### config.mk
export PLATFORM = sky130hd
export DESIGN_NAME = tppc_top
export DESIGN_NICKNAME = d
export VERILOG_FILES = /design/src/include/tppc_pkg.sv /design/src/verilog/tppc_top.sv
export VERILOG_INCLUDE_DIRS = /design/src /design/src/include
export SDC_FILE = /design/constraint.sdc
export NUM_CORES = 1
export LEC_CHECK = 0
export BUFFER_PORTS_ARGS = -buffer_cell sky130_fd_sc_hd__buf_2
export CAP_MARGIN = 20
export CELL_PAD_IN_SITES_DETAIL_PLACEMENT = 0
export CELL_PAD_IN_SITES_GLOBAL_PLACEMENT = 2
export CORE_MARGIN = 2
export CORE_UTILIZATION = 35
export DETAILED_ROUTE_END_ITERATION = 6
export GPL_TIMING_DRIVEN = 1
export PLACE_DENSITY = 0.87
export SLEW_MARGIN = 20
export SYNTH_ARGS = -nofsm -noshare
export SYNTH_HDL_FRONTEND = slang
export SYNTH_SLANG_ARGS = --single-unit
### constraint.sdc
create_clock -name mclk -period 3.3 [get_ports mclk]
set_clock_uncertainty 0.1 [all_clocks]
set_input_delay 0.33 -clock mclk [delete_from_list [all_inputs] [get_ports mclk]]
set_output_delay 0.33 -clock mclk [all_outputs]
set_load 0.02 [all_outputs]
### src/include/tppc_defs.svh
// register indices, byte addresses, reset values and timing counts of the port pin control block
// assumes a 32-bit AXI4-Lite slave where each byte register sits in the low lane of one word
`ifndef TPPC_DEFS_SVH
`define TPPC_DEFS_SVH

`define TPPC_ADDR_W 8
`define TPPC_IDX_T_DIR 6'h02
`define TPPC_IDX_T_DRV 6'h03
`define TPPC_IDX_T_PE 6'h04
`define TPPC_IDX_T_POL 6'h05
`define TPPC_IDX_U_DATA 6'h28
`define TPPC_IDX_U_PIN 6'h29
`define TPPC_IDX_U_DIR 6'h2a
`define TPPC_IDX_U_DRV 6'h2b
`define TPPC_IDX_U_PE 6'h2c
`define TPPC_IDX_U_POL 6'h2d
`define TPPC_IDX_ROUTE 6'h2e
`define TPPC_BYTE_ADDR(i) ({(i), 2'b00})
`define TPPC_RST_REG 8'h00
`define TPPC_RST_ROUTE 4'h0
`define TPPC_RESP_OKAY 2'b00
`define TPPC_RESP_SLVERR 2'b10
`define TPPC_SYNC_STAGES 2
`define TPPC_TIM_CH 4
`define TPPC_MOD_CH 6

`endif

### src/include/tppc_pkg.sv
// types of the port pin control block: register select, pin drive pair and whole state
// assumes tppc_defs.svh gives the widths used here
`include "tppc_defs.svh"
`default_nettype none
package tppc_pkg;
    typedef enum {
        SEL_NONE, SEL_T_DIR, SEL_T_DRV, SEL_T_PE, SEL_T_POL, SEL_U_DATA,
        SEL_U_PIN, SEL_U_DIR, SEL_U_DRV, SEL_U_PE, SEL_U_POL, SEL_ROUTE
    } tppc_sel_e;

    typedef struct packed {
        logic oe;
        logic out;
    } tppc_pin_s;

    typedef struct packed {
        logic [7:0] t_dir, t_drv, t_pe, t_pol;
        logic [7:0] u_data, u_dir, u_drv, u_pe, u_pol;
        logic [3:0] route;
        logic [7:0] t_sync1, t_sync2, u_sync1, u_sync2;
        logic aw_have, w_have, w_lane0;
        logic [`TPPC_ADDR_W-1:0] wa;
        logic [7:0] wd;
        logic awready, wready, bvalid, arready, rvalid;
        logic [1:0] bresp, rresp;
        logic [7:0] rdata;
        logic [7:0] t_out, t_oe, t_rdr, t_pon, t_pdn;
        logic [7:0] u_out, u_oe, u_rdr, u_pon, u_pdn;
    } tppc_state_s;
endpackage : tppc_pkg
`default_nettype wire

### src/verilog/tppc_top.sv
// pin control for ports T and U: direction, drive, pulls, port U data and routing, on AXI4-Lite
// assumes timer and modulator inputs synchronous to mclk; pins are sampled through a synchroniser
//
// The implementer's own choice: register access over AXI4-Lite.
`include "tppc_defs.svh"
`default_nettype none
module tppc_top (
    input wire logic mclk,
    input wire logic rst_n,
    input wire logic [`TPPC_ADDR_W-1:0] s_axi_awaddr,
    input wire logic [2:0] s_axi_awprot,
    input wire logic s_axi_awvalid,
    output logic s_axi_awready,
    input wire logic [31:0] s_axi_wdata,
    input wire logic [3:0] s_axi_wstrb,
    input wire logic s_axi_wvalid,
    output logic s_axi_wready,
    output logic [1:0] s_axi_bresp,
    output logic s_axi_bvalid,
    input wire logic s_axi_bready,
    input wire logic [`TPPC_ADDR_W-1:0] s_axi_araddr,
    input wire logic [2:0] s_axi_arprot,
    input wire logic s_axi_arvalid,
    output logic s_axi_arready,
    output logic [31:0] s_axi_rdata,
    output logic [1:0] s_axi_rresp,
    output logic s_axi_rvalid,
    input wire logic s_axi_rready,
    // general-purpose level for port T outputs, held by the port T data logic elsewhere
    input wire logic [7:0] port_t_gpio_data,
    input wire logic timer_zero_en,
    input wire logic timer_one_en,
    input wire logic timer_two_en,
    input wire logic [`TPPC_TIM_CH-1:0] timer_zero_oc_mode,
    input wire logic [`TPPC_TIM_CH-1:0] timer_one_oc_mode,
    input wire logic [`TPPC_TIM_CH-1:0] timer_two_oc_mode,
    input wire logic [`TPPC_TIM_CH-1:0] timer_zero_compare_out,
    input wire logic [`TPPC_TIM_CH-1:0] timer_one_compare_out,
    input wire logic [`TPPC_TIM_CH-1:0] timer_two_compare_out,
    input wire logic [`TPPC_MOD_CH-1:0] modulator_channel_en,
    input wire logic [`TPPC_MOD_CH-1:0] modulator_channel_out,
    input wire logic [7:0] port_t_pins_in,
    output logic [7:0] port_t_pins_out,
    output logic [7:0] port_t_pins_oe,
    output logic [7:0] port_t_drive_reduced,
    output logic [7:0] port_t_pull_on,
    output logic [7:0] port_t_pull_down,
    output logic [7:0] port_t_pin_level,
    input wire logic [7:0] port_u_pins_in,
    output logic [7:0] port_u_pins_out,
    output logic [7:0] port_u_pins_oe,
    output logic [7:0] port_u_drive_reduced,
    output logic [7:0] port_u_pull_on,
    output logic [7:0] port_u_pull_down
);
    tppc_pkg::tppc_state_s s_r;
    tppc_pkg::tppc_state_s s_nxt;

    function automatic tppc_pkg::tppc_sel_e decode(input logic [`TPPC_ADDR_W-1:0] a);
        tppc_pkg::tppc_sel_e sel;
        sel = tppc_pkg::SEL_NONE;
        case (a)
            `TPPC_BYTE_ADDR(`TPPC_IDX_T_DIR): sel = tppc_pkg::SEL_T_DIR;
            `TPPC_BYTE_ADDR(`TPPC_IDX_T_DRV): sel = tppc_pkg::SEL_T_DRV;
            `TPPC_BYTE_ADDR(`TPPC_IDX_T_PE): sel = tppc_pkg::SEL_T_PE;
            `TPPC_BYTE_ADDR(`TPPC_IDX_T_POL): sel = tppc_pkg::SEL_T_POL;
            `TPPC_BYTE_ADDR(`TPPC_IDX_U_DATA): sel = tppc_pkg::SEL_U_DATA;
            `TPPC_BYTE_ADDR(`TPPC_IDX_U_PIN): sel = tppc_pkg::SEL_U_PIN;
            `TPPC_BYTE_ADDR(`TPPC_IDX_U_DIR): sel = tppc_pkg::SEL_U_DIR;
            `TPPC_BYTE_ADDR(`TPPC_IDX_U_DRV): sel = tppc_pkg::SEL_U_DRV;
            `TPPC_BYTE_ADDR(`TPPC_IDX_U_PE): sel = tppc_pkg::SEL_U_PE;
            `TPPC_BYTE_ADDR(`TPPC_IDX_U_POL): sel = tppc_pkg::SEL_U_POL;
            `TPPC_BYTE_ADDR(`TPPC_IDX_ROUTE): sel = tppc_pkg::SEL_ROUTE;
            default: sel = tppc_pkg::SEL_NONE;
        endcase
        return sel;
    endfunction : decode

    // a peripheral that owns the pin drives it; otherwise the direction bit decides
    function automatic tppc_pkg::tppc_pin_s pin_ctl(input logic dir, input logic gpio_val,
                                                     input logic periph_act, input logic periph_val);
        tppc_pkg::tppc_pin_s p;
        p.oe = periph_act | dir;
        p.out = periph_act ? periph_val : gpio_val;
        return p;
    endfunction : pin_ctl

    always_comb begin
        tppc_pkg::tppc_pin_s p;
        tppc_pkg::tppc_sel_e wsel;
        tppc_pkg::tppc_sel_e rsel;
        logic aw_take, w_take, do_write;
        logic [`TPPC_ADDR_W-1:0] waddr;
        logic [7:0] wbyte;
        logic lane0;
        logic tim_act, mod_act, use_mod;
        logic [7:0] rbyte;
        p = '0;
        wsel = tppc_pkg::SEL_NONE;
        rsel = tppc_pkg::SEL_NONE;
        tim_act = 1'b0;
        mod_act = 1'b0;
        use_mod = 1'b0;
        rbyte = 8'h00;
        aw_take = 1'b0;
        w_take = 1'b0;
        do_write = 1'b0;
        lane0 = 1'b0;
        waddr = '0;
        wbyte = 8'h00;
        s_nxt = s_r;

        // second stage reads only the first
        s_nxt.t_sync1 = port_t_pins_in;
        s_nxt.t_sync2 = s_r.t_sync1;
        s_nxt.u_sync1 = port_u_pins_in;
        s_nxt.u_sync2 = s_r.u_sync1;

        // write side: address and data may come in either order
        aw_take = s_axi_awvalid && s_r.awready;
        w_take = s_axi_wvalid && s_r.wready;
        if (aw_take) begin
            s_nxt.aw_have = 1'b1;
            s_nxt.wa = s_axi_awaddr;
        end
        if (w_take) begin
            s_nxt.w_have = 1'b1;
            s_nxt.wd = s_axi_wdata[7:0];
            s_nxt.w_lane0 = s_axi_wstrb[0];
        end
        waddr = s_r.aw_have ? s_r.wa : s_axi_awaddr;
        wbyte = s_r.w_have ? s_r.wd : s_axi_wdata[7:0];
        lane0 = s_r.w_have ? s_r.w_lane0 : s_axi_wstrb[0];
        do_write = (s_r.aw_have || aw_take) && (s_r.w_have || w_take) && !s_r.bvalid;
        if (s_r.bvalid && s_axi_bready) begin
            s_nxt.bvalid = 1'b0;
        end
        if (do_write) begin
            wsel = decode(waddr);
            s_nxt.aw_have = 1'b0;
            s_nxt.w_have = 1'b0;
            s_nxt.bvalid = 1'b1;
            s_nxt.bresp = (wsel == tppc_pkg::SEL_NONE) ? `TPPC_RESP_SLVERR : `TPPC_RESP_OKAY;
            // only the low byte lane carries a register
            if (lane0) begin
                case (wsel)
                    tppc_pkg::SEL_T_DIR: s_nxt.t_dir = wbyte;
                    tppc_pkg::SEL_T_DRV: s_nxt.t_drv = wbyte;
                    tppc_pkg::SEL_T_PE: s_nxt.t_pe = wbyte;
                    tppc_pkg::SEL_T_POL: s_nxt.t_pol = wbyte;
                    tppc_pkg::SEL_U_DATA: s_nxt.u_data = wbyte;
                    tppc_pkg::SEL_U_PIN: s_nxt.u_data = s_r.u_data;
                    tppc_pkg::SEL_U_DIR: s_nxt.u_dir = wbyte;
                    tppc_pkg::SEL_U_DRV: s_nxt.u_drv = wbyte;
                    tppc_pkg::SEL_U_PE: s_nxt.u_pe = wbyte;
                    tppc_pkg::SEL_U_POL: s_nxt.u_pol = wbyte;
                    tppc_pkg::SEL_ROUTE: s_nxt.route = wbyte[3:0];
                    default: s_nxt.route = s_r.route;
                endcase
            end
        end
        s_nxt.awready = !s_nxt.aw_have && !s_nxt.bvalid;
        s_nxt.wready = !s_nxt.w_have && !s_nxt.bvalid;

        // read side: one outstanding read, answered the cycle after it is taken
        if (s_r.rvalid && s_axi_rready) begin
            s_nxt.rvalid = 1'b0;
        end
        if (s_axi_arvalid && s_r.arready) begin
            rsel = decode(s_axi_araddr);
            case (rsel)
                tppc_pkg::SEL_T_DIR: rbyte = s_r.t_dir;
                tppc_pkg::SEL_T_DRV: rbyte = s_r.t_drv;
                tppc_pkg::SEL_T_PE: rbyte = s_r.t_pe;
                tppc_pkg::SEL_T_POL: rbyte = s_r.t_pol;
                tppc_pkg::SEL_U_DATA: rbyte = (s_r.u_dir & s_r.u_data) | (~s_r.u_dir & s_r.u_sync2);
                tppc_pkg::SEL_U_PIN: rbyte = s_r.u_sync2;
                tppc_pkg::SEL_U_DIR: rbyte = s_r.u_dir;
                tppc_pkg::SEL_U_DRV: rbyte = s_r.u_drv;
                tppc_pkg::SEL_U_PE: rbyte = s_r.u_pe;
                tppc_pkg::SEL_U_POL: rbyte = s_r.u_pol;
                tppc_pkg::SEL_ROUTE: rbyte = {4'h0, s_r.route};
                default: rbyte = 8'h00;
            endcase
            s_nxt.rdata = rbyte;
            s_nxt.rresp = (rsel == tppc_pkg::SEL_NONE) ? `TPPC_RESP_SLVERR : `TPPC_RESP_OKAY;
            s_nxt.rvalid = 1'b1;
        end
        s_nxt.arready = !s_nxt.rvalid;

        // port T: timer zero on pins 3:0, timer one on 7:4
        for (int i = 0; i < 8; i++) begin
            if (i < `TPPC_TIM_CH) begin
                tim_act = timer_zero_en && timer_zero_oc_mode[i];
                p = pin_ctl(s_r.t_dir[i], port_t_gpio_data[i], tim_act, timer_zero_compare_out[i]);
            end else begin
                tim_act = timer_one_en && timer_one_oc_mode[i-`TPPC_TIM_CH];
                p = pin_ctl(s_r.t_dir[i], port_t_gpio_data[i], tim_act, timer_one_compare_out[i-`TPPC_TIM_CH]);
            end
            s_nxt.t_oe[i] = p.oe;
            s_nxt.t_out[i] = p.out;
            s_nxt.t_rdr[i] = p.oe & s_r.t_drv[i];
            s_nxt.t_pon[i] = !p.oe & s_r.t_pe[i];
            s_nxt.t_pdn[i] = !p.oe & s_r.t_pe[i] & s_r.t_pol[i];
        end

        // port U: timer two on pins 3:0, modulator on 5:0, routing settles the overlap
        for (int i = 0; i < 8; i++) begin
            tim_act = (i < `TPPC_TIM_CH) && timer_two_en && timer_two_oc_mode[i % `TPPC_TIM_CH];
            mod_act = (i < `TPPC_MOD_CH) && modulator_channel_en[i % `TPPC_MOD_CH];
            use_mod = mod_act && (!tim_act || s_r.route[i % `TPPC_TIM_CH]);
            p = pin_ctl(s_r.u_dir[i], s_r.u_data[i], tim_act || mod_act,
                        use_mod ? modulator_channel_out[i % `TPPC_MOD_CH]
                                : timer_two_compare_out[i % `TPPC_TIM_CH]);
            s_nxt.u_oe[i] = p.oe;
            s_nxt.u_out[i] = p.out;
            s_nxt.u_rdr[i] = p.oe & s_r.u_drv[i];
            s_nxt.u_pon[i] = !p.oe & s_r.u_pe[i];
            s_nxt.u_pdn[i] = !p.oe & s_r.u_pe[i] & s_r.u_pol[i];
        end
    end

    always_ff @(posedge mclk or negedge rst_n) begin
        if (!rst_n) begin
            s_r <= '0;
        end else begin
            s_r <= s_nxt;
        end
    end

    assign s_axi_awready = s_r.awready;
    assign s_axi_wready = s_r.wready;
    assign s_axi_bvalid = s_r.bvalid;
    assign s_axi_bresp = s_r.bresp;
    assign s_axi_arready = s_r.arready;
    assign s_axi_rvalid = s_r.rvalid;
    assign s_axi_rresp = s_r.rresp;
    assign s_axi_rdata = {24'h000000, s_r.rdata};
    assign port_t_pins_out = s_r.t_out;
    assign port_t_pins_oe = s_r.t_oe;
    assign port_t_drive_reduced = s_r.t_rdr;
    assign port_t_pull_on = s_r.t_pon;
    assign port_t_pull_down = s_r.t_pdn;
    assign port_t_pin_level = s_r.t_sync2;
    assign port_u_pins_out = s_r.u_out;
    assign port_u_pins_oe = s_r.u_oe;
    assign port_u_drive_reduced = s_r.u_rdr;
    assign port_u_pull_on = s_r.u_pon;
    assign port_u_pull_down = s_r.u_pdn;

    property p_t_dir_only;
        @(posedge mclk) disable iff (!rst_n)
        !timer_one_en |=> port_t_pins_oe[7:4] == $past(s_r.t_dir[7:4]);
    endproperty
    a_t_dir_only: assert property (p_t_dir_only) else $error("port T direction not from register");

    property p_t_force;
        @(posedge mclk) disable iff (!rst_n)
        (timer_zero_en && timer_zero_oc_mode[0]) |=>
            port_t_pins_oe[0] && (port_t_pins_out[0] == $past(timer_zero_compare_out[0]));
    endproperty
    a_t_force: assert property (p_t_force) else $error("compare channel not forced onto pin");

    property p_t_release;
        @(posedge mclk) disable iff (!rst_n)
        (timer_one_en && $fell(timer_one_oc_mode[3])) |=> port_t_pins_oe[7] == $past(s_r.t_dir[7]);
    endproperty
    a_t_release: assert property (p_t_release) else $error("direction not restored");

    property p_t_capture;
        @(posedge mclk) disable iff (!rst_n)
        (timer_zero_en && !timer_zero_oc_mode[1]) |=> port_t_pins_oe[1] == $past(s_r.t_dir[1]);
    endproperty
    a_t_capture: assert property (p_t_capture) else $error("capture pin ignores direction");

    property p_drive;
        @(posedge mclk) disable iff (!rst_n)
        1'b1 |=> port_u_drive_reduced == (port_u_pins_oe & $past(s_r.u_drv));
    endproperty
    a_drive: assert property (p_drive) else $error("reduced drive wrong");

    property p_pull;
        @(posedge mclk) disable iff (!rst_n)
        1'b1 |=> port_t_pull_on == (~port_t_pins_oe & $past(s_r.t_pe));
    endproperty
    a_pull: assert property (p_pull) else $error("pull enable wrong");

    property p_pol;
        @(posedge mclk) disable iff (!rst_n)
        1'b1 |=> port_u_pull_down == (port_u_pull_on & $past(s_r.u_pol));
    endproperty
    a_pol: assert property (p_pol) else $error("pull polarity wrong");

    property p_mod_pin;
        @(posedge mclk) disable iff (!rst_n)
        modulator_channel_en[5] |=> port_u_pins_oe[5] && (port_u_pins_out[5] == $past(modulator_channel_out[5]));
    endproperty
    a_mod_pin: assert property (p_mod_pin) else $error("modulator does not own pin");

    property p_route;
        @(posedge mclk) disable iff (!rst_n)
        (timer_two_en && timer_two_oc_mode[2] && modulator_channel_en[2]) |=>
            port_u_pins_oe[2] && (port_u_pins_out[2] == ($past(s_r.route[2]) ? $past(modulator_channel_out[2])
                                                                                : $past(timer_two_compare_out[2])));
    endproperty
    a_route: assert property (p_route) else $error("routing choice wrong");

    property p_reset;
        @(posedge mclk) !rst_n |-> (port_u_pins_oe == 8'h00) && (s_r.u_data == 8'h00);
    endproperty
    a_reset: assert property (p_reset) else $error("port U not idle in reset");

    property p_data_read;
        @(posedge mclk) disable iff (!rst_n)
        (s_axi_arvalid && s_axi_arready && s_axi_araddr == `TPPC_BYTE_ADDR(`TPPC_IDX_U_DATA)) |=>
            s_axi_rvalid && s_axi_rdata[7:0] == (($past(s_r.u_dir) & $past(s_r.u_data)) |
                                                 (~$past(s_r.u_dir) & $past(s_r.u_sync2)));
    endproperty
    a_data_read: assert property (p_data_read) else $error("data read mix wrong");

    property p_pin_read;
        @(posedge mclk) disable iff (!rst_n)
        (s_axi_arvalid && s_axi_arready && s_axi_araddr == `TPPC_BYTE_ADDR(`TPPC_IDX_U_PIN)) |=>
            s_axi_rvalid && s_axi_rdata[7:0] == $past(port_u_pins_in, 3);
    endproperty
    a_pin_read: assert property (p_pin_read) else $error("pin input read wrong");

    property p_sync;
        @(posedge mclk) disable iff (!rst_n)
        $past(rst_n, 2) |-> s_r.u_sync2 == $past(port_u_pins_in, 2);
    endproperty
    a_sync: assert property (p_sync) else $error("synchroniser depth wrong");

    property p_c_route_mod;
        @(posedge mclk) disable iff (!rst_n)
        timer_two_en && timer_two_oc_mode[0] && modulator_channel_en[0] && s_r.route[0];
    endproperty
    c_route_mod: cover property (p_c_route_mod);

    property p_c_write;
        @(posedge mclk) disable iff (!rst_n)
        s_axi_bvalid && s_axi_bready && s_axi_bresp == `TPPC_RESP_OKAY;
    endproperty
    c_write: cover property (p_c_write);

    property p_c_read_err;
        @(posedge mclk) disable iff (!rst_n)
        s_axi_rvalid && s_axi_rready && s_axi_rresp == `TPPC_RESP_SLVERR;
    endproperty
    c_read_err: cover property (p_c_read_err);
endmodule : tppc_top
`default_nettype wire

==> results of run 1 <==
[power groups by stage]
| stage | sequential [mW] | combinational [mW] | clock (mW) |
|---|---|---|---|
| final | 3.24 | 1.30 | 2.82 |
| after global routing | 3.28 | 1.44 | 3.02 |
| after CTS | 3.24 | 1.32 | 2.92 |
| after detailed placement | 3.29 | 1.24 | 0 |
| after global placement | 3.28 | 1.22 | 0 |
| after floorplan | 3.23 | 0.955 | 0 |
[final cells by class]
type                            instances  area (µm²)
Inverter                               21       78.83
Sequential cell                       222        5555
Antenna cell                            1       2.502
Clock inverter                          7       90.09
Clock buffer                           38       757.0
Multi-Input combinational cell        453        3477
Timing Repair Buffer                  295        1942
Tap cell                              384       480.5
Fill cell                            2718       16160
[worst max path at each step]
| stage | start | endpoint | slack (ns) | cells after the start |
|---|---|---|---|---|
| 2_1_floorplan | s_axi_araddr[2] | s_axi_rdata[5]$_DFFE_PN0P_ | 0.27 | 11 |
| 3_3_place_gp | s_axi_araddr[6] | s_axi_rdata[7]$_DFFE_PN0P_ | 0.27 | 10 |
| 3_5_place_dp | s_axi_araddr[6] | s_axi_rdata[1]$_DFFE_PN0P_ | 0.21 | 10 |
| 4_1_cts | s_r[115]$_DFF_PN0_ | s_r[156]$_DFFE_PN0P_ | 0.31 | 5 |
| 5_1_grt | s_r[115]$_DFF_PN0_ | s_r[156]$_DFFE_PN0P_ | 0.18 | 5 |
| 6_report | s_r[115]$_DFF_PN0_ | s_r[156]$_DFFE_PN0P_ | 0.38 | 5 |
[per-stage QoR]
stage	cells	worst slack (ns)	total power [mW]
finish	1421	0.3769	7.365
global route	1420	0.1828	7.744
CTS	1420	0.3090	7.480
detailed placement	1301	0.2100	4.523
global placement	1301	0.2659	4.501
floorplan	848	0.2656	4.187
[kinds of logic after synthesis]
kind of cell / Yosys count / share of synthesized area (%)
other cells: 1 / 0.03717
compound gates: 127 / 9.177
flops: 222 / 55.06
mux: 125 / 14.22
buf+inv: 173 / 11.41
fa+ha+maj: 3 / 0.3721
xor+xnor: 4 / 0.3473
simple gates: 168 / 9.375
[state kept, by name, summed over array words and instances, names as in the netlist, 8 cells and up]
register and cells:
port_t_drive_reduced 8, port_t_pin_level 8, port_t_pins_oe 8, port_t_pins_out 8, port_t_pull_down 8, port_t_pull_on 8
port_u_drive_reduced 8, port_u_pins_oe 8, port_u_pins_out 8, port_u_pull_down 8, port_u_pull_on 8, s_axi_rdata 8
s_nxt 20, s_r 99
[worst max-delay path, delay by kind of cell (launching register included)]
kind             cells  cell delay, ns
AO/OA/AOI/OAI        1            0.16
flip-flops           1            0.59
multiplexers         2            0.87
AND/OR/NAND/NOR      2            1.07
[layout by cell type (no fill, tap or decap), types with 10 or more instances in the layout]
cell type,Yosys,final
dfrtp_1,222,222
buf_2,5,196
mux2_2,115,115
dlygate4sd3_1,0,74
nand2_1,37,37
clkbuf_16,0,27
conb_1,1,26
and2_1,24,24
a21oi_1,23,23
buf_4,126,22
inv_1,21,21
o21ai_0,20,20
nor2b_1,19,19
a22oi_1,19,19
nor2_1,18,18
and3_1,17,17
nor3_1,10,10
[per-layer routing]
layer / track usage [%] / share of wire, % / up-vias
met5: 0 / 0 / -
met4: 5.112 / 2.9 / 0
met3: 3.355 / 6.9 / 46
met2: 27.57 / 47 / 255
met1: 23.14 / 43 / 3383
li1: - / - / 3144
==> results.cfg, run 1 <==
[clock_tree]
path_clk_slew_ns = 0.06
cts_max_level = 1
cts_setup_buffers = 0
postCtsResizedCells = 0
cts_hold_buf = 74
clk_path_buf_depth = 3
cts.sinks = 222
root_buffer = clkbuf_16
cts_made_buffers = 26
cts_tree = yes
clock_latency_ns = 0.52

[drt]
ant_nets = 0
avgRoutedWirePerCell_um = 18.25
drc = 0
dr.pass1.iters = 7
viasPerCell = 4.805
via_count = 6828
drt-total-wl_um = 25930
drt_iter0_drc = 436

[synthesis]
synth_seq_area_share_pct = 55.06
ys_types = 66
synth_cells = 823
synthArstFlopShare_pct = 100.0
synth_area_mm2 = 0.01009
synth_area_leaders = dfrtp_1 55%, mux2_2 13%, buf_4 9.4%
synth_top_area_share_pct = 55.06
yosysWarnings = 0
synth_common_cells = 222 x dfrtp_1, 126 x buf_4, 115 x mux2_2
avgSynthCellArea_um2 = 12.26
synth_top_area_cell = dfrtp_1
synth-seq-cells = 222
yosys_most_used_dff = dfrtp_1
synth_enable_flop_cells = 0
synth_most_common_cell = dfrtp_1

[grt]
grt_pass1_vias = 6892
grt_use_total_pct = 17.02
grt_max_degree = 78
antenna_found_initial = 1
grt_pass1_wl_um = 39920
grt-ovfl-total = 0

[worst_hold_path]
hold_path_class = primary input to flop
whs_path_depth = 3
worstHoldStart = modulator_channel_en[5]
whs_endpoint = port_u_pins_oe[5]$_DFF_PN0_

[pwr]
ir_drop_uv = 413.9
seq_power_share_pct = 44.0
swShare_pct = 27.45
p_sw_mw = 2.022
p_leak_nw = 6.117
power_density_mw_per_mm2 = 594.8
p_int_mw = 5.343
clkPwrFrac_pct = 38.3
combPwrFrac_pct = 17.7

[critical_path]
crit_chain = mux2i_1 > and2_1 > a22oi_1 > nor3_2 > mux2_2
worst_setup_path_end_kind = flop
worstPathArrival_ns = 3.23
reg2reg_slack_ns = 0.38
timing.critical_path.slowest_stage_cell = nor3_2
crit_path_max_incr_delay_ns = 0.85
path_max_fanout = 13
cp.required_ns = 3.60
r2r_cells = 5
critPathLaunchType = flop
rr_endpoint = s_r[156]$_DFFE_PN0P_
rr_startpoint = s_r[115]$_DFF_PN0_
crit_type = flop to flop

[layout]
drive_above_1_share_pct = 38.22
fin_util_pct = 43.38
layout.nets = 1150
final_area_mm2 = 0.01238
area_growth_pct = 22.73

[timing]
fin_crit_ns = 2.923
whs_ns = 0.04157
setup_violations = 0
max_freq_ghz = 0.3421
hold_violations = 0
worst_pin_slew_ns = 0.9792
final.setup.tns_ns = 0
rsz0062_at_grt = false
timing.final.crit_share_pct = 88.58
drv_slew = 0
relSlewSlack_pct = 34.36

[placement]
hpwl_um = 18120
place_congestion = 0.8373
io_buffers = 197
place_area_mm2 = 0.01079

[run]
maxCapViolations = 0

[die]
floorplan.initialDensity_pct = 35.34
die_width_um = 173.8
core_region_area_mm2 = 0.02855
rows = 62
die_h_um = 173.8
num_io_pins = 257
die_area_mm2 = 0.03020

[outcome]
status = completed
(Power assumes the default switching activity.)
==> run 2, diff against run 1 <==
CELL_PAD_IN_SITES_DETAIL_PLACEMENT = 1   (was 0)
clock period = 3.05 ns   (was 3.3 ns; I/O delays follow)
==> run 2 against run 1 <==
  * Routed wire length grew 7.6%
  * Register-to-register slack gained 0.09 ns
  * Sequential share of layout area shrank 0.57 points
==> results.cfg, run 2 (same netlist as run 1, synthesis figures left out) <==
[layout]
final_common_cell = dfrtp_1
mostFrequentLayoutCells = 222 x dfrtp_1, 196 x buf_2, 115 x mux2_2
layout.nets = 1164
fin_cells = 1439
area_growth_pct = 24.31
fill_cells = 3096
top_register = s_r
drive_above_1_share_pct = 39.13
fin_util_pct = 43.93
largest_register_ffs = 99

[placement]
dp_slack_ns = 0.01186
io_buffers = 197
place_congestion = 0.8137
placed_cells = 1312
hpwl_um = 19560

[clock_tree]
root_buffer = clkbuf_16
cts_tree = yes
cts.sinks = 222
clk_path_buf_depth = 3
cts_made_buffers = 26
cts_setup_buffers = 0
cts_max_level = 1
clock_latency_ns = 0.54
path_clk_slew_ns = 0.06

[drt]
via_count = 6873
dr.pass1.iters = 5
avgRoutedWirePerCell_um = 19.39
drt_iter0_drc = 350
viasPerCell = 4.776
drc = 0
ant_nets = 0
drt-total-wl_um = 27900

[pwr]
p_leak_nw = 6.207
power_density_mw_per_mm2 = 648.1
ir_drop_uv = 405.5
total_power_mw = 8.128

[timing]
fin_crit_ns = 2.583
hold_violations = 0
final.setup.tns_ns = 0
timing.final.crit_share_pct = 84.70
setup_violations = 0
drv_slew = 0
rsz0062_at_grt = false
setup_ws_ns = 0.4665
worst_pin_slew_ns = 0.7573
relSlewSlack_pct = 49.51
max_freq_ghz = 0.3871

[worst_hold_path]
whs_path_depth = 3
whs_endpoint = port_u_pins_oe[2]$_DFF_PN0_
worstHoldStart = timer_two_oc_mode[2]
hold_path_class = primary input to flop

[outcome]
status = completed

[critical_path]
path_max_fanout = 8
worstPathArrival_ns = 2.89
crit_type = flop to flop
worst_setup_path_end_kind = flop
cp.required_ns = 3.35
critPathLaunchType = flop
rr_endpoint = s_r[176]$_DFFE_PN0P_
reg2reg_slack_ns = 0.47
rr_startpoint = s_r[114]$_DFF_PN0_
r2r_cells = 7

[grt]
grt_max_degree = 95
grt_pass1_vias = 7367
grt_pass1_wl_um = 42920
grt_use_total_pct = 18.22
grt-ovfl-total = 0
antenna_found_initial = 2

[die]
num_io_pins = 257
rows = 62
core_region_area_mm2 = 0.02855
die_h_um = 173.8
die_area_mm2 = 0.03020
die_width_um = 173.8
floorplan.initialDensity_pct = 35.34

[run]
maxCapViolations = 0
## run 2: cell count changes in the layout (fill, tap and decap cells not counted), sizes merged
cell and change:
dlygate4sd3 +3, bufinv +1, clkinv +6, buf +11, diode +1, clkinvlp -1, clkbuf -3
## run 2: how the worst max path moves through the flow
stage | startpoint | end | slack [ns] | depth (start not counted)
floorplan | s_axi_araddr[2] | s_axi_rdata[5]$_DFFE_PN0P_ | 0.04 | 11
global placement | s_axi_araddr[6] | s_axi_rdata[7]$_DFFE_PN0P_ | 0.09 | 10
detailed placement | s_axi_araddr[6] | s_axi_rdata[7]$_DFFE_PN0P_ | 0.01 | 10
CTS | s_r[114]$_DFF_PN0_ | s_r[176]$_DFFE_PN0P_ | 0.41 | 7
global route | s_r[115]$_DFF_PN0_ | s_r[210]$_DFFE_PN0P_ | 0.25 | 8
finish | s_r[114]$_DFF_PN0_ | s_r[176]$_DFFE_PN0P_ | 0.47 | 7
## run 2: power breakdown
part / internal (mW) / total [mW] / switching (mW)
Clock: 1.92 / 3.14 / 1.22
Combinational: 0.655 / 1.48 / 0.827
Sequential: 3.28 / 3.51 / 0.225
## run 2: timing repair
action                                 in CTS  in global routing
endpoints found under the hold margin     155                  0
gates resized for setup                     0                  0
setup endpoints to repair                   0                  0
hold buffers                               77                  0
## run 2: area by class of cell
class                           instances  area [µm²]  share of cell area [%]
Inverter                               21       78.83                  0.6285
Multi-Input combinational cell        453        3477                   27.72
Timing Repair Buffer                  309        2067                   16.48
Clock buffer                           35       724.4                   5.776
Tap cell                              384       480.5                   3.831
Sequential cell                       222        5555                   44.29
Clock inverter                         13       153.9                   1.227
Antenna cell                            2       5.005                 0.03990
## run 2: worst max-delay path, stage by stage, from the launching register on
cell and delay, ns:
dfrtp_1 0.41, nand4b_1 0.21, a211oi_2 0.30, or3b_4 0.44, or2_4 0.28, a211oi_4 0.14, buf_4 0.23, mux2_2 0.35
## run 2: metal layers
layer / track usage, % / vias up / routed length [µm]
li1: - / 3176 / -
met1: 23.64 / 3460 / 12070
met3: 3.246 / 41 / 1396
met4: 4.552 / 0 / 578
met2: 31.54 / 196 / 13850
met5: 0 / - / 0
## run 2: metrics by stage
stage                     hold slack (ns)  cell area, µm²
after floorplan                  -0.09059           10180
after global placement             0.2312           10890
after detailed placement           0.2358           10890
after CTS                        0.001613           12540
after global routing              0.03234           12540
final                             0.01897           12540
==> run 3, diff against run 2 <==
CORE_UTILIZATION = 31   (was 35)
PLACE_DENSITY = 0.82   (was 0.87)
clock period = 2.36 ns   (was 3.05 ns; I/O delays follow)
==> run 3 against run 2 <==
  * The flow now finishes with violations (setup timing)
  * Routed wire length rose by 4.6%
  * Die area grew 13%
  * Clock power up 23%
  * Clock-buffer cell count rose by 1
  * Setup slack lost 0.57 ns
  * First-iteration DRC count fell by 12%
  * Critical path type unchanged
==> results.cfg, run 3 (same netlist as run 1, synthesis figures left out) <==
[outcome]
status = complete, but fails checks
violations = setup timing

[clock_tree]
cts.sinks = 222
clk_path_buf_depth = 3
cts_max_level = 1
cts_tree = yes
cts_made_buffers = 26
clock_latency_ns = 0.52
path_clk_slew_ns = 0.06
root_buffer = clkbuf_16

[worst_hold_path]
hold_path_class = primary input to flop

[timing]
drv_slew = 0
worst_pin_slew_ns = 0.6056
setup_ws_ns = -0.1049
fin_crit_ns = 2.465
setup_violations = 33
relSlewSlack_pct = 59.53
hold_violations = 0
rsz0062_at_grt = true
final.setup.tns_ns = -2.216
whs_ns = 0.07424
timing.final.crit_share_pct = 104.4
max_freq_ghz = 0.4057

[die]
core_region_area_mm2 = 0.03229
rows = 66
num_io_pins = 257
die_h_um = 184.4
die_area_mm2 = 0.03401
die_width_um = 184.4
floorplan.initialDensity_pct = 31.25

[placement]
place_congestion = 0.8411
hpwl_um = 21090
placed_cells = 1408
dp_slack_ns = -0.3195
io_buffers = 197

[grt]
grt_pass1_wl_um = 44440
grt_max_degree = 67
antenna_found_initial = 2
grt_use_total_pct = 17.05
grt-ovfl-total = 0
grt_pass1_vias = 7625

[critical_path]
worst_setup_path_end_kind = flop
path_delay_family = multiplexers
timing.critical_path.slowest_stage_cell = dfrtp_1
crit_path_max_incr_delay_ns = 0.39
crit_buf_inv = 3
path_max_fanout = 13
worstPathArrival_ns = 2.77
crit_type = flop to flop
crit_chain = buf_12 > mux2_4 > or3b_4 > buf_6 > a2111o_1 > buf_4 > mux2_2
critPathLaunchType = flop
cp.required_ns = 2.67

[drt]
via_count = 7121
drc = 0
drt_iter0_drc = 309
avgRoutedWirePerCell_um = 18.95
dr.pass1.iters = 6
drt-total-wl_um = 29180
viasPerCell = 4.624
ant_nets = 0

[layout]
fin_util_pct = 41.01
mostFrequentLayoutCells = 220 x dfrtp_1, 196 x buf_2, 104 x mux2_2
top_register = s_r
drive_above_1_share_pct = 43.25
area_growth_pct = 31.24
fin_cells = 1540
layout.nets = 1211
final_common_cell = dfrtp_1
largest_register_ffs = 99

[pwr]
clkPwrFrac_pct = 36.4
swShare_pct = 28.31
power_density_mw_per_mm2 = 798.5
p_int_mw = 7.580
p_sw_mw = 2.993
p_leak_nw = 6.495
seq_power_share_pct = 42.6
ir_drop_uv = 624.4
combPwrFrac_pct = 21.0

[run]
maxCapViolations = 0
==> run 3: cell types whose count changed in the layout (fill, tap and decap cells not counted), moves of 5 or more <==
cell	previous run	this run
o21ai_0	20	14
o21ai_1	1	6
buf_4	32	57
dlygate4sd3_1	77	83
mux2_2	115	104
buf_12	3	11
mux2_4	8	19
buf_6	0	8
==> run 3: final cells by class <==
cell class | count | area (µm²)
Timing Repair Buffer | 356 | 2565
Tap cell | 442 | 553.0
Clock inverter | 8 | 70.07
Antenna cell | 2 | 5.005
Multi-Input combinational cell | 453 | 3662
Sequential cell | 222 | 5558
Inverter | 21 | 78.83
Fill cell | 3481 | 19050
Clock buffer | 36 | 749.5
==> run 3: worst register-to-register path, delay by kind of cell (launching register included) <==
kind,cells,cell delay [ns]
AO/OA/AOI/OAI,1,0.38
flip-flops,1,0.39
AND/OR/NAND/NOR,1,0.40
buffers and inverters,3,0.47
multiplexers,2,0.61
==> run 3: what timing repair did <==
action,CTS,global route
endpoints found under the setup margin,57,70
pin swaps,5,4
hold buffers,83,0
endpoints found under the hold margin,152,0
setup buffers,5,1
gates resized for setup,14,17
==> run 3: worst paths after layout <==
path	startpoint	to	slack, ns	depth (start not counted)
worst max-delay path	s_r[115]$_DFF_PN0_	s_nxt[39]$_DFFE_PN0P_	-0.10	7
worst min-delay path	s_axi_awvalid	s_r[115]$_DFF_PN0_	0.07	4
worst max register to register	s_r[115]$_DFF_PN0_	s_nxt[39]$_DFFE_PN0P_	-0.10	7
worst min register to register	s_nxt[116]$_DFF_PN0_	s_r[116]$_DFF_PN0_	0.24	0
max in group asynchronous	rst_n	s_axi_awready$_DFF_PN0_	1.24	3
min in group asynchronous	rst_n	port_u_pins_out[2]$_DFF_PN0_	0.15	2
==> run 3: metal layers <==
layer | track usage, % | part of all wire (%) | routed length [µm]
met2 | 30.05 | 51 | 14770
met1 | 21.92 | 43 | 12450
met3 | 3.142 | 5.6 | 1625
met5 | 0 | 0 | 0
met4 | 3.296 | 1.1 | 324
==> run 3: per-stage QoR <==
stage | cell area (µm²) | total power [mW]
final | 13240 | 10.57
after global routing | 13240 | 11.13
after CTS | 13180 | 10.70
after detailed placement | 11450 | 6.601
after global placement | 11450 | 6.527
after floorplan | 10310 | 5.876
==> run 3: power by group through the flow <==
stage                     Combinational, mW  Sequential (mW)  Clock (mW)
after floorplan                        1.35             4.52           0
after global placement                 1.98             4.55           0
after detailed placement               2.03             4.57           0
after CTS                              2.21             4.50        3.99
after global routing                   2.43             4.55        4.15
final                                  2.22             4.50        3.85
